==> src/rtl/css_pkg.sv <==
// Purpose: Shared types and constants for the channel status sequencer
// Assumes: 25 MHz machine clock
// Notes: Tag and bus-in groups travel as packed structs
package css_pkg;
	localparam int CLK_MHZ = 25;
	localparam int ERASE_HOLD_US = 60;
	localparam int ERASE_HOLD_CYC = ERASE_HOLD_US * CLK_MHZ;
	localparam int ERASE_CNT_W = 11;
	localparam int ERR_BUSY_BIT = 7;
	localparam int ERR_UEND_BIT = 3;
	localparam int STAT_RESET_BIT = 7;
	localparam int BUS_MOD_BIT = 1;
	localparam int BUS_BUSY_BIT = 3;
	localparam int UADDR_W = 8;
	localparam logic [UADDR_W-1:0] UADDR_ZERO = 8'h00;
	localparam logic [7:0] REG_ZERO = 8'h00;
	localparam int ST_ATTN = 0;
	localparam int ST_UCHECK = 1;
	localparam int ST_UEND = 2;
	localparam int ST_DEND = 3;
	localparam int ST_STACK = 4;

	typedef struct packed {
		logic sel_out;
		logic addr_out;
		logic cmd_out;
		logic svc_out;
		logic sup_out;
		logic opl_out;
	} css_tags_out_t;

	typedef struct packed {
		logic opl_in;
		logic sts_in;
		logic req_in;
	} css_tags_in_t;

	typedef struct packed {
		logic [7:0] data;
		logic par;
	} css_bus_t;

	typedef enum logic [1:0] {
		CSS_RST_NONE,
		CSS_RST_GEN,
		CSS_RST_SEL
	} css_rst_kind_t;
endpackage : css_pkg

==> src/rtl/css_channel_status_sequencer.sv <==
// Purpose: Busy response, halt, polling interrupts and resets of a channel control unit
// Assumes: Microprogram sequencer drives the ctl strobes on clk
// Notes:
// Notes on behaviour
// Short busy only: no chain, last write, ends given, gate on, new start.
// Erase gate held 60 us after ending, or after index for track writes.
// Write end without chaining sets internal status-in latch, line stays low.
// Error bit 7 held reset while operational-in low and status latch set.
// Steering on compare with select-out low; select-out then raises disconnect-busy.
// Disconnect-busy sets deferred unit end: error bit 3, bus bits 1,3.
// Select-out and address-out drop clear steering, status-in and bit 7.
// Error bit 3 after write leads to a unit-end polling interrupt.
// Halt releases channel at once; operation ends then polls with status.
// Channel drops select-out then raises address-out to halt.
// Halt address-out sets bit 7, degates operational-in, forces command-out.
// Microprogram drops operational-in, which clears bit 7 and forced command.
// Halt with no command in progress is ignored.
// Command-out answering status-in stacks status for a later poll.
// Non-chained seek arms poll enable; attention then polls device end.
// Drive inoperable with gate up after write polls unit end and check.
// Chained seek on multiplexer arms poll-arm latch; attention ignores suppress.
// Suppress-out withholds every poll except the poll-arm attention.
// Drive becoming ready polls with device end.
// Operational-out low, suppress low: general reset, microstore address zero.
// Suppress high, operational-out low, op-in up: selective reset, status bit 7 set.
// Microstore error stops program, blocks bit 7, cleared by selective reset.
// All channel tags pass a synchroniser before use.
module css_channel_status_sequencer #(
	parameter int ERASE_CYC = css_pkg::ERASE_HOLD_CYC
) (
	// Clock and reset
	input wire logic clk,
	input wire logic rst,
	// Channel tags
	input wire css_pkg::css_tags_out_t tags_out,
	input wire logic addr_compare,
	output css_pkg::css_tags_in_t tags_in,
	output css_pkg::css_bus_t bus_in,
	// Microprogram controls
	input wire logic ctl_chaining,
	input wire logic ctl_last_write,
	input wire logic ctl_track_write,
	input wire logic ctl_ends_given,
	input wire logic ctl_write_gate,
	input wire logic ctl_opin_set,
	input wire logic ctl_opin_drop,
	input wire logic ctl_cmd_active,
	input wire logic ctl_op_done,
	input wire logic ctl_sts_raise,
	input wire logic ctl_seek_nochain,
	input wire logic ctl_seek_chain_mpx,
	input wire logic ctl_poll_ack,
	input wire logic [7:0] ctl_status,
	// Drive events
	input wire logic drv_index,
	input wire logic drv_attention,
	input wire logic drv_ready,
	input wire logic drv_inoperable,
	input wire logic ustore_error,
	// Microprogram view
	output logic [7:0] error_flag_register,
	output logic [7:0] status_flag_register,
	output logic forced_cmd_out,
	output logic [css_pkg::UADDR_W-1:0] ustore_addr_q,
	output logic ustore_stopped_q,
	output logic erase_gate,
	output logic [7:0] poll_status_q,
	output logic poll_pending_q
);
	logic sel_s;
	logic addr_s;
	logic cmd_s;
	logic sup_s;
	logic opl_s;
	logic opl_q;
	logic sts_latch_q;
	logic steer_q;
	logic err7_q;
	logic err3_q;
	logic poll_en_q;
	logic poll_arm_latch;
	logic stacked_q;
	logic ready_q;
	logic wgate_q;
	logic halt_q;
	logic sel_prev_q;
	logic sts_req_q;
	logic gen_rst;
	logic sel_rst;
	logic disc_busy;
	logic unit_busy_status_line;
	logic short_busy_ok;
	logic erase_start;
	logic erase_busy;
	logic poll_req;
	logic [7:0] poll_d;

	// Tag synchronisers
	css_sync u_sync_sel (.clk(clk), .rst(rst), .d(tags_out.sel_out), .q(sel_s));
	css_sync u_sync_addr (.clk(clk), .rst(rst), .d(tags_out.addr_out), .q(addr_s));
	css_sync u_sync_cmd (.clk(clk), .rst(rst), .d(tags_out.cmd_out), .q(cmd_s));
	css_sync u_sync_sup (.clk(clk), .rst(rst), .d(tags_out.sup_out), .q(sup_s));
	css_sync u_sync_opl (.clk(clk), .rst(rst), .d(tags_out.opl_out), .q(opl_s));

	assign gen_rst = !opl_s && !sup_s;
	assign sel_rst = !opl_s && sup_s && opl_q;

	// Erase gate hold
	assign erase_start = (ctl_ends_given && ctl_last_write && !ctl_track_write
		&& !erase_busy && wgate_q && !ctl_write_gate)
		|| (ctl_track_write && wgate_q && drv_index);
	css_erase_timer #(.CYCLES(ERASE_CYC)) u_erase (
		.clk(clk),
		.rst(rst),
		.start(erase_start),
		.clear(gen_rst),
		.busy(erase_busy)
	);

	// Write gate: track writes hold it to index
	always_ff @(posedge clk or posedge rst)
	begin
		if (rst)
			wgate_q <= 1'b0;
		else if (gen_rst)
			wgate_q <= 1'b0;
		else if (ctl_write_gate)
			wgate_q <= 1'b1;
		else if (!ctl_track_write || drv_index)
			wgate_q <= 1'b0;
	end

	assign erase_gate = erase_busy || wgate_q;

	assign short_busy_ok = !ctl_chaining && ctl_last_write && ctl_ends_given
		&& erase_gate;

	// Microstore stop and address
	always_ff @(posedge clk or posedge rst)
	begin
		if (rst)
			ustore_stopped_q <= 1'b0;
		else if (sel_rst)
			ustore_stopped_q <= 1'b0;
		else if (ustore_error)
			ustore_stopped_q <= 1'b1;
	end

	always_ff @(posedge clk or posedge rst)
	begin
		if (rst)
			ustore_addr_q <= css_pkg::UADDR_ZERO;
		else if (gen_rst || sel_rst)
			ustore_addr_q <= css_pkg::UADDR_ZERO;
		else if (!ustore_stopped_q)
			ustore_addr_q <= ustore_addr_q + 1'b1;
	end

	// Operational-in
	always_ff @(posedge clk or posedge rst)
	begin
		if (rst)
			opl_q <= 1'b0;
		else if (gen_rst || sel_rst)
			opl_q <= 1'b0;
		else if (ustore_stopped_q && steer_q && sel_s)
			opl_q <= 1'b1;
		else if (ctl_opin_drop && !ustore_stopped_q)
			opl_q <= 1'b0;
		else if (ctl_opin_set)
			opl_q <= 1'b1;
	end

	always_ff @(posedge clk or posedge rst)
	begin
		if (rst)
			sel_prev_q <= 1'b0;
		else
			sel_prev_q <= sel_s;
	end

	// Status-in latch set on write end
	always_ff @(posedge clk or posedge rst)
	begin
		if (rst)
			sts_latch_q <= 1'b0;
		else if (gen_rst || sel_rst)
			sts_latch_q <= 1'b0;
		else if (ctl_opin_drop && opl_q && ctl_last_write && !ctl_chaining)
			sts_latch_q <= 1'b1;
		else if (!erase_gate)
			sts_latch_q <= 1'b0;
	end

	// Steering latch
	always_ff @(posedge clk or posedge rst)
	begin
		if (rst)
			steer_q <= 1'b0;
		else if (gen_rst || sel_rst)
			steer_q <= 1'b0;
		else if (!sel_s && !addr_s)
			steer_q <= 1'b0;
		else if (!sel_s && addr_s && addr_compare)
			steer_q <= 1'b1;
	end

	// Halt recognised: address-out while op-in up and command active
	always_ff @(posedge clk or posedge rst)
	begin
		if (rst)
			halt_q <= 1'b0;
		else if (gen_rst || sel_rst || !opl_q)
			halt_q <= 1'b0;
		else if (!sel_s && addr_s && addr_compare && ctl_cmd_active)
			halt_q <= 1'b1;
	end

	// Error bit 7
	always_ff @(posedge clk or posedge rst)
	begin
		if (rst)
			err7_q <= 1'b0;
		else if (gen_rst || sel_rst || ustore_stopped_q)
			err7_q <= 1'b0;
		else if (halt_q)
			err7_q <= 1'b1;
		else if (!opl_q && sts_latch_q && steer_q && sel_s && short_busy_ok)
			err7_q <= 1'b1;
		else
			err7_q <= 1'b0;
	end

	assign disc_busy = err7_q;
	assign unit_busy_status_line = disc_busy && steer_q && !opl_q;
	assign forced_cmd_out = disc_busy && opl_q;

	// Deferred unit end and error bit 3
	always_ff @(posedge clk or posedge rst)
	begin
		if (rst)
			err3_q <= 1'b0;
		else if (gen_rst || sel_rst)
			err3_q <= 1'b0;
		else if (unit_busy_status_line)
			err3_q <= 1'b1;
		else if (ctl_op_done && !short_busy_ok)
			err3_q <= 1'b0;
	end

	logic deferred_unit_end_latch;
	assign deferred_unit_end_latch = err3_q;

	always_comb
	begin
		error_flag_register = css_pkg::REG_ZERO;
		error_flag_register[css_pkg::ERR_BUSY_BIT] = err7_q;
		error_flag_register[css_pkg::ERR_UEND_BIT] = deferred_unit_end_latch;
	end

	// Status flags: bit 7 set on selective reset
	always_ff @(posedge clk or posedge rst)
	begin
		if (rst)
			status_flag_register <= css_pkg::REG_ZERO;
		else if (gen_rst)
			status_flag_register <= css_pkg::REG_ZERO;
		else if (sel_rst)
		begin
			status_flag_register <= css_pkg::REG_ZERO;
			status_flag_register[css_pkg::STAT_RESET_BIT] <= 1'b1;
		end
	end

	// Microprogram status-in and stacking
	always_ff @(posedge clk or posedge rst)
	begin
		if (rst)
			sts_req_q <= 1'b0;
		else if (gen_rst || sel_rst || !opl_q)
			sts_req_q <= 1'b0;
		else if (ctl_sts_raise)
			sts_req_q <= 1'b1;
		else if (cmd_s)
			sts_req_q <= 1'b0;
	end

	always_ff @(posedge clk or posedge rst)
	begin
		if (rst)
			stacked_q <= 1'b0;
		else if (gen_rst || sel_rst)
			stacked_q <= 1'b0;
		else if (sts_req_q && cmd_s)
			stacked_q <= 1'b1;
		else if (ctl_poll_ack)
			stacked_q <= 1'b0;
	end

	// Poll sources
	always_ff @(posedge clk or posedge rst)
	begin
		if (rst)
			poll_en_q <= 1'b0;
		else if (gen_rst || sel_rst || ctl_poll_ack)
			poll_en_q <= 1'b0;
		else if (ctl_seek_nochain)
			poll_en_q <= 1'b1;
	end

	always_ff @(posedge clk or posedge rst)
	begin
		if (rst)
			poll_arm_latch <= 1'b0;
		else if (gen_rst || sel_rst || ctl_poll_ack)
			poll_arm_latch <= 1'b0;
		else if (ctl_seek_chain_mpx && !sel_s)
			poll_arm_latch <= 1'b1;
	end

	always_ff @(posedge clk or posedge rst)
	begin
		if (rst)
			ready_q <= 1'b0;
		else
			ready_q <= drv_ready;
	end

	// Pending poll status; event set wins over acknowledge
	always_comb
	begin
		poll_d = (ctl_poll_ack) ? css_pkg::REG_ZERO : poll_status_q;
		if (poll_en_q && drv_attention)
			poll_d[css_pkg::ST_DEND] = 1'b1;
		if (poll_arm_latch && drv_attention)
			poll_d[css_pkg::ST_DEND] = 1'b1;
		if (drv_ready && !ready_q)
			poll_d[css_pkg::ST_DEND] = 1'b1;
		if (ctl_op_done && err3_q)
			poll_d[css_pkg::ST_UEND] = 1'b1;
		if (ctl_op_done && halt_q)
			poll_d = poll_d | ctl_status;
		if (drv_inoperable && short_busy_ok)
		begin
			poll_d[css_pkg::ST_UEND] = 1'b1;
			poll_d[css_pkg::ST_UCHECK] = 1'b1;
		end
		if (sts_req_q && cmd_s)
			poll_d = poll_d | ctl_status;
	end

	always_ff @(posedge clk or posedge rst)
	begin
		if (rst)
			poll_status_q <= css_pkg::REG_ZERO;
		else if (gen_rst || sel_rst)
			poll_status_q <= css_pkg::REG_ZERO;
		else
			poll_status_q <= poll_d;
	end

	assign poll_req = (poll_status_q != css_pkg::REG_ZERO);

	always_ff @(posedge clk or posedge rst)
	begin
		if (rst)
			poll_pending_q <= 1'b0;
		else if (gen_rst || sel_rst)
			poll_pending_q <= 1'b0;
		else
			poll_pending_q <= poll_req && !opl_q;
	end

	// Channel-facing tags
	always_comb
	begin
		tags_in.opl_in = opl_q && !(disc_busy && !ustore_stopped_q);
		tags_in.sts_in = unit_busy_status_line || (sts_req_q && opl_q);
		tags_in.req_in = (poll_pending_q && !sup_s)
			|| (poll_arm_latch && drv_attention);
	end

	always_ff @(posedge clk or posedge rst)
	begin
		if (rst)
			bus_in <= '0;
		else if (unit_busy_status_line)
		begin
			bus_in.data <= css_pkg::REG_ZERO;
			bus_in.data[css_pkg::BUS_MOD_BIT] <= 1'b1;
			bus_in.data[css_pkg::BUS_BUSY_BIT] <= 1'b1;
			bus_in.par <= 1'b1;
		end
		else
		begin
			bus_in.data <= ctl_status;
			bus_in.par <= ~^ctl_status;
		end
	end

	// Checks
	unit_end_set_a: assert property (@(posedge clk) disable iff (rst)
		unit_busy_status_line |=> err3_q || gen_rst || sel_rst)
		else $error("Unit end latch not set by busy status");
	hold_reset_a: assert property (@(posedge clk) disable iff (rst)
		(!opl_q && sts_latch_q && !steer_q && !halt_q) |=> !err7_q || gen_rst)
		else $error("Error bit 7 not held reset");
	halt_degate_a: assert property (@(posedge clk) disable iff (rst)
		(err7_q && opl_q && !ustore_stopped_q) |-> !tags_in.opl_in && forced_cmd_out)
		else $error("Halt did not degate operational-in");
	sel_reset_a: assert property (@(posedge clk) disable iff (rst)
		sel_rst |=> status_flag_register[7] && ustore_addr_q == 8'h00)
		else $error("Selective reset result wrong");
	gen_reset_a: assert property (@(posedge clk) disable iff (rst)
		gen_rst |=> ustore_addr_q == 8'h00 && !opl_q)
		else $error("General reset result wrong");
	suppress_a: assert property (@(posedge clk) disable iff (rst)
		(sup_s && !(poll_arm_latch && drv_attention)) |-> !tags_in.req_in)
		else $error("Poll not suppressed");
	stack_a: assert property (@(posedge clk) disable iff (rst)
		(sts_req_q && cmd_s && !gen_rst && !sel_rst) |=> stacked_q)
		else $error("Status not stacked");
	ustore_block_a: assert property (@(posedge clk) disable iff (rst)
		ustore_stopped_q |=> !err7_q)
		else $error("Bit 7 set during microstore stop");
	busy_bus_a: assert property (@(posedge clk) disable iff (rst)
		unit_busy_status_line |=> bus_in.data[1] && bus_in.data[3])
		else $error("Busy byte missing");
endmodule : css_channel_status_sequencer

==> src/rtl/css_sync.sv <==
// Purpose: Three-stage synchroniser with agreement filter
// Assumes: Input asynchronous to clk
// Notes: Output follows once stages two and three agree
module css_sync (
	// Clock and reset
	input wire logic clk,
	input wire logic rst,
	// Data
	input wire logic d,
	output logic q
);
	logic s1_q;
	logic s2_q;
	logic s3_q;

	always_ff @(posedge clk or posedge rst)
	begin
		if (rst)
		begin
			s1_q <= 1'b0;
			s2_q <= 1'b0;
			s3_q <= 1'b0;
		end
		else
		begin
			s1_q <= d;
			s2_q <= s1_q;
			s3_q <= s2_q;
		end
	end

	always_ff @(posedge clk or posedge rst)
	begin
		if (rst)
			q <= 1'b0;
		else if (s2_q == s3_q)
			q <= s3_q;
	end
endmodule : css_sync

==> src/rtl/css_erase_timer.sv <==
// Purpose: Erase-gate hold timer
// Assumes: start is a one-cycle pulse
// Notes: busy stays high for CYCLES clocks after start
module css_erase_timer #(
	parameter int CYCLES = css_pkg::ERASE_HOLD_CYC
) (
	// Clock and reset
	input wire logic clk,
	input wire logic rst,
	// Control
	input wire logic start,
	input wire logic clear,
	output logic busy
);
	logic [css_pkg::ERASE_CNT_W-1:0] cnt_q;

	always_ff @(posedge clk or posedge rst)
	begin
		if (rst)
			cnt_q <= '0;
		else if (clear)
			cnt_q <= '0;
		else if (start)
			cnt_q <= css_pkg::ERASE_CNT_W'(CYCLES);
		else if (cnt_q != '0)
			cnt_q <= cnt_q - 1'b1;
	end

	assign busy = (cnt_q != '0);
endmodule : css_erase_timer

==> config.mk <==
export PLATFORM = sky130hd
export DESIGN_NAME = css_channel_status_sequencer
export DESIGN_NICKNAME = d
export VERILOG_FILES = /design/src/rtl/css_pkg.sv /design/src/rtl/css_channel_status_sequencer.sv /design/src/rtl/css_sync.sv /design/src/rtl/css_erase_timer.sv
export SDC_FILE = /design/constraint.sdc
export NUM_CORES = 1
export LEC_CHECK = 0
export BUFFER_PORTS_ARGS = -buffer_cell sky130_fd_sc_hd__buf_2
export CAP_MARGIN = 5
export CELL_PAD_IN_SITES_DETAIL_PLACEMENT = 0
export CELL_PAD_IN_SITES_GLOBAL_PLACEMENT = 1
export CORE_MARGIN = 10
export CORE_UTILIZATION = 40
export CTS_CLUSTER_DIAMETER = 150
export DETAILED_ROUTE_END_ITERATION = 8
export PLACE_DENSITY = 0.89
export SETUP_SLACK_MARGIN = 0.15
export SLEW_MARGIN = 20
export SYNTH_ARGS = -nofsm -noshare
export SYNTH_HDL_FRONTEND = slang
export SYNTH_SLANG_ARGS = --single-unit
==> constraint.sdc <==
create_clock -name clk -period 3.1 [get_ports clk]
set_input_delay 0.155 -clock clk [delete_from_list [all_inputs] [get_ports clk]]
set_output_delay 0.155 -clock clk [all_outputs]
set_load 0.02 [all_outputs]
Word level (Yosys, flattened, before mapping)
Index checks and enable logic that the tools add are counted.
Widths: inputs -> output; s select.
{"block": "op_classes", "n_addsub": 2, "n_eq_ne": 7, "muxes": 48, "bitwise": 2, "n_reduce_logical": 80}
{"op": "$mux 8", "count": 8}
{"op": "$logic_and 1x1->1", "count": 44}
{"op": "$mux 1", "count": 35}
{"op": "$mux 11", "count": 3}
{"op": "$or 8x8->8", "count": 2}
{"op": "$reduce_bool 3->1", "count": 5}
{"op": "$logic_not 1->1", "count": 13}
{"op": "$reduce_bool 11->1", "count": 1}
{"op": "$sub 11x1->11 const B", "count": 1}
{"op": "$reduce_bool 2->1", "count": 5}
{"op": "$logic_or 1x1->1", "count": 9}
{"op": "$mux 9", "count": 1}
{"op": "$add 8x1->8 const B", "count": 1}
{"op": "$reduce_bool 8->1", "count": 1}
{"op": "$reduce_xnor 8->1", "count": 1}
{"op": "$eq 1x1->1", "count": 5}
{"op": "$reduce_bool 4->1", "count": 1}
{"op": "$ne 3x1->1 const B", "count": 1}
{"op": "$mux 2", "count": 1}
{"op": "$ne 2x1->1 const B", "count": 1}
{"block": "word_totals", "reg_bits": 77, "wordCells": 178}

Logic depth before layout (Yosys ltp)
{"block": "depth", "ltp_word": 10, "ltp_mapped": 7, "depth_no_buf": 6}

Cells and area by module
From an unflattened synthesis, not the netlist that was laid out.
{"block": "unflattened", "hier_cells": 266, "hier_area_um2": 3020.4}
{"module": "css_channel_status_sequencer", "instances": 1, "cells_each": 177, "area_per_inst_um2": 1828.0}
{"module": "css_erase_timer", "instances": 1, "cells_each": 59, "area_per_inst_um2": 616.8}
{"module": "css_sync", "instances": 5, "cells_each": 6, "area_per_inst_um2": 115.1}

Worst setup path before layout
No wires, ideal clock.
{"block": "synth_path", "path_type": "register -> register", "from": "reg u_erase.cnt_q[0] (netlist bit)", "to": "reg poll_status_q[2]", "setup_time_ns": 0.124, "arrival_time_ns": 2.148, "t_required_ns": 2.976, "path_slack_ns": 0.828, "stages_incl_launch_ff": 8, "path_buffers": 1, "synth_period_minus_slack_ns": 2.272, "path_cell_list": "dfrtp_1 > inv_1 > ha_1 > or4b_4 > or4_1 > buf_2 > and4b_1 > a211o_1"}
{"block": "synth_between", "elab_chain_cells": 8}
{"element": "start: declaration", "line": "css_erase_timer.sv:15", "text": "logic [css_pkg::ERASE_CNT_W-1:0] cnt_q;"}
{"element": "start signal: assignment", "line": "css_erase_timer.sv:24", "text": "cnt_q <= css_pkg::ERASE_CNT_W'(CYCLES);"}
{"element": "start signal: assignment", "line": "css_erase_timer.sv:26", "text": "cnt_q <= cnt_q - 1'b1;"}
{"element": "$reduce_bool 11->1 (*)", "line": "css_erase_timer.sv:29", "text": "assign busy = (cnt_q != '0);"}
{"element": "$logic_or 1x1->1 (*)", "line": "css_channel_status_sequencer.sv:133", "text": "assign erase_gate = erase_busy || wgate_q;"}
{"element": "net erase_gate", "line": "css_channel_status_sequencer.sv:66", "text": "output logic erase_gate,"}
{"element": "$logic_and 1x1->1 (*)", "line": "css_channel_status_sequencer.sv:136", "text": "&& erase_gate;"}
{"element": "$logic_and 1x1->1 (*)", "line": "css_channel_status_sequencer.sv:343", "text": "if (drv_inoperable && short_busy_ok)"}
{"element": "$mux 2 (*)", "line": "css_channel_status_sequencer.sv:343"}
{"element": "$or 8x8->8", "line": "css_channel_status_sequencer.sv:349", "text": "poll_d = poll_d | ctl_status;"}
{"element": "$mux 8 (*)", "line": "css_channel_status_sequencer.sv:348", "text": "if (sts_req_q && cmd_s)"}
{"element": "$mux 8 (*)", "line": "css_channel_status_sequencer.sv:356", "text": "else if (gen_rst || sel_rst)"}
{"element": "end signal: assignment", "line": "css_channel_status_sequencer.sv:355", "text": "poll_status_q <= css_pkg::REG_ZERO;"}
{"element": "end signal: assignment", "line": "css_channel_status_sequencer.sv:357", "text": "poll_status_q <= css_pkg::REG_ZERO;"}
{"element": "end signal: assignment", "line": "css_channel_status_sequencer.sv:359", "text": "poll_status_q <= poll_d;"}
{"element": "end: declaration", "line": "css_channel_status_sequencer.sv:67", "text": "output logic [7:0] poll_status_q,"}
The timed path passes the listed nets; every way through them passes the cells marked *.
A chain may end at the register's enable or synchronous reset.

Final worst setup path
{"block": "layout_path", "from": "reg u_erase.cnt_q[0] (netlist bit)", "to": "out erase_gate"}
{"block": "layout_between", "elab_chain_cells": 2}
{"element": "$reduce_bool 11->1", "line": "css_erase_timer.sv:29"}
{"element": "$logic_or 1x1->1", "line": "css_channel_status_sequencer.sv:133"}
{"element": "end: declaration", "line": "css_channel_status_sequencer.sv:66"}
Every way passes these cells.

==> results.cfg <==
[timing]
maxSlewHeadroom_pct = 30.1
hold_violations = 0
worst_pin_slew_ns = 1.04
finalCritPeriodShare_pct = 79.0
tns_ns = 0
fmax_mhz = 408
maxSlewViolCount = 0
finalSetupViolCount = 0
rsz0062_at_grt = false
fin_skew_ns = 0.0119
period_minus_slack_ns = 2.45

[cts]
clock_path_buffers = 2
cts_tree = yes
cts.sinks = 70
clockRootBuffer = clkbuf_8
numCtsBuffers = 9
clk_latency_ns = 0.35
path_clk_slew_ns = 0.08
cts_resized = 0
h-tree-depth = 3

[yosys]
yosysTopAreaCell = dfrtp_1
netlist_instances = 264
syn_area_um2 = 3000
avgSynthCellArea_um2 = 11.4
yosysSeqAreaShare_pct = 58.4
synth_top_area_share_pct = 58.4
synth-edff-count = 0
synth.top_cells.by_area = dfrtp_1 58%, buf_4 3.8%, xnor2_1 3.5%
synth_seq_cells = 70
synthDistinctLibCells = 54
async_reset_ff_share_pct = 100
yosysWarningCount = 0
synth-main-ff-cell = dfrtp_1

[worst_setup_path]
cp_max_fo = 5
end_kind = output port
max_stage_delay_ns = 0.59
start_kind = flop
reg2reg_to = poll_status_q[1]$_DFF_PP0_
path_class = reg2out
cpLargestDelayFamily = simple AND/OR/NAND/NOR gates
worstPathRequired_ns = 2.94
worstPathArrival_ns = 2.29
path_cells = inv_1 > ha_1 > or4b_4 > or4_1 > buf_2
r2r_setup_slack_ns = 0.73
reg2reg_from = u_erase.cnt_q[0]$_DFFE_PP0P_
critPathBufInv = 2
worstRegToRegCells = 6
crit_slowest_cell = or4_1

[final_layout]
areaGrowthSynthToFinish_pct = 24.2
drive_gt1_share_pct = 27.5
antennaDiodeCount = 0
final_cell_mix = 70 x dfrtp_1, 68 x buf_2, 22 x nor2_1
utilization_pct = 51.4
fin_nets = 382
layout_commonest_cell = dfrtp_1
fin_cells = 448
final_area_um2 = 3720

[outcome]
status = finished, final reports clean

[die]
die_x_um = 107
fp-row-count = 31
die_area_um2 = 11400
dieHeight_um = 107
ios = 83
core_area_um2 = 7250
initial_utilization_pct = 41.3

[worst_hold_path]
hold_end = poll_en_q$_DFFE_PP0P_
min_path_cells = 2
worstHoldStart = ctl_seek_nochain
min_path_type = in2reg

[power_and_ir_drop]
p_total_uw = 2750
ir_drop_mv = 0.420
power.leakage_uw = 0.00181
power.density_nw_per_um2 = 740

[routing]
drcViolationCount = 0
routed_wl_um = 6890
wl_per_cell_um = 15.4
drt-vias-per-instance = 4.95
vias = 2217
antenna_left = 0
drt_first_iter_violations = 99
drtPass1Iterations = 4

[placement]
io_buffers = 68
gp_congestion = 0.776
place_area_um2 = 3390
place_inst = 424
dp_hpwl_um = 5120

[global_routing]
grt_pass1_vias = 2281
antenna_found_initial = 0
grt_pass1_wl_um = 11400
grt_overflow = 0
grt_max_degree = 49
grt.total_usage_pct = 12.5

[flow_run]
drv_cap = 0
repair_timing:
item / in CTS / in global routing
hold endpoints to repair: 7 / 18
buffers inserted: 0 / 0
hold buffers: 7 / 1
worst reg2reg max path, cell delays in order, from the launching register on:
cell and delay (ns):
dfrtp_1 0.42, inv_1 0.09, ha_1 0.16, or4b_4 0.47, or4_1 0.59, and4b_1 0.26
a221o_1 0.26
cells by family (layout without fill, tap and decap cells):
| logic type | Yosys count | in the layout | synth area share [%] |
|---|---|---|---|
| and+or+nand+nor | 82 | 82 | 15.4 |
| other | 1 | 13 | 0.125 |
| xor gates and xnor gates | 18 | 18 | 5.26 |
| DFF | 70 | 70 | 58.4 |
| AOI/OAI and AO/OA | 51 | 51 | 11.5 |
| muxes | 1 | 1 | 0.334 |
| buffers and inverters | 33 | 106 | 6.09 |
| adders and majority gates | 8 | 8 | 2.92 |
power by group:
group          switching (uW)  internal [uW]  leakage, uW
clock                     354            563     0.000127
combinational             362            289     0.000801
sequential                140           1050     0.000879
worst max-delay path by stage:
stage | startpoint | to | slack [ns] | cells past startpoint
6_report | u_erase.cnt_q[0]$_DFFE_PP0P_ | erase_gate | 0.65 | 5
2_1_floorplan | u_erase.cnt_q[0]$_DFFE_PP0P_ | poll_status_q[2]$_DFF_PP0_ | 0.83 | 7
5_1_grt | u_erase.cnt_q[0]$_DFFE_PP0P_ | erase_gate | 0.52 | 5
3_5_place_dp | u_erase.cnt_q[0]$_DFFE_PP0P_ | poll_status_q[1]$_DFF_PP0_ | 0.75 | 6
4_1_cts | u_erase.cnt_q[0]$_DFFE_PP0P_ | erase_gate | 0.64 | 5
3_3_place_gp | u_erase.cnt_q[0]$_DFFE_PP0P_ | poll_status_q[2]$_DFF_PP0_ | 0.81 | 6
registers in the layout, indices dropped and copies added (netlist names), 8 cells and up:
register       count
bus_in             9
poll_status_q      8
u_erase.cnt_q     11
ustore_addr_q      8
final cells by class:
| cell class | count | area, um^2 |
|---|---|---|
| timing repair buffer | 79 | 443 |
| tap | 99 | 124 |
| clock buffer | 10 | 138 |
| multi-input combinational | 173 | 1110 |
| fill | 668 | 3530 |
| inverter | 11 | 42.5 |
| clock inverter | 6 | 116 |
| sequential | 70 | 1750 |
per-stage QoR:
step / setup slack (ns) / hold WS (ns)
floorplan: 0.828 / 0.186
global placement: 0.809 / 0.264
detailed placement: 0.753 / 0.265
CTS: 0.636 / 0.0128
global route: 0.518 / 0.0303
finish: 0.651 / 0.0296
layer usage:
| metal | track usage (%) | vias up | part of all wire, % | wire (um) |
|---|---|---|---|---|
| met5 | 0 | - | 0 | 0 |
| met4 | 4.93 | 0 | 1.6 | 110 |
| met3 | 4.73 | 11 | 6.5 | 446 |
| met2 | 18.5 | 63 | 47 | 3210 |
| met1 | 16.0 | 1079 | 45 | 3120 |
| li1 | - | 1064 | - | - |
cells in the mapped netlist, types with 2 or more instances:
cell and number:
dfrtp_1 70, nor2_1 22, buf_4 15, a21oi_1 14
nand2_1 14, xnor2_1 12, inv_1 11, and2_1 8
o21ai_0 7, xor2_1 6, a22o_1 5, a31oi_1 5
maj3_1 5, nor3_1 5, nor4_1 5, clkbuf_1 4
a211oi_1 3, a22oi_1 3, ha_1 3, nand2b_1 3
nor2b_1 3, a311oi_1 2, and4b_1 2, buf_2 2
nand3_1 2, o21a_1 2, o22ai_1 2, or2_2 2
or3_1 2
Note: power is estimated with default switching activity, not from simulation.
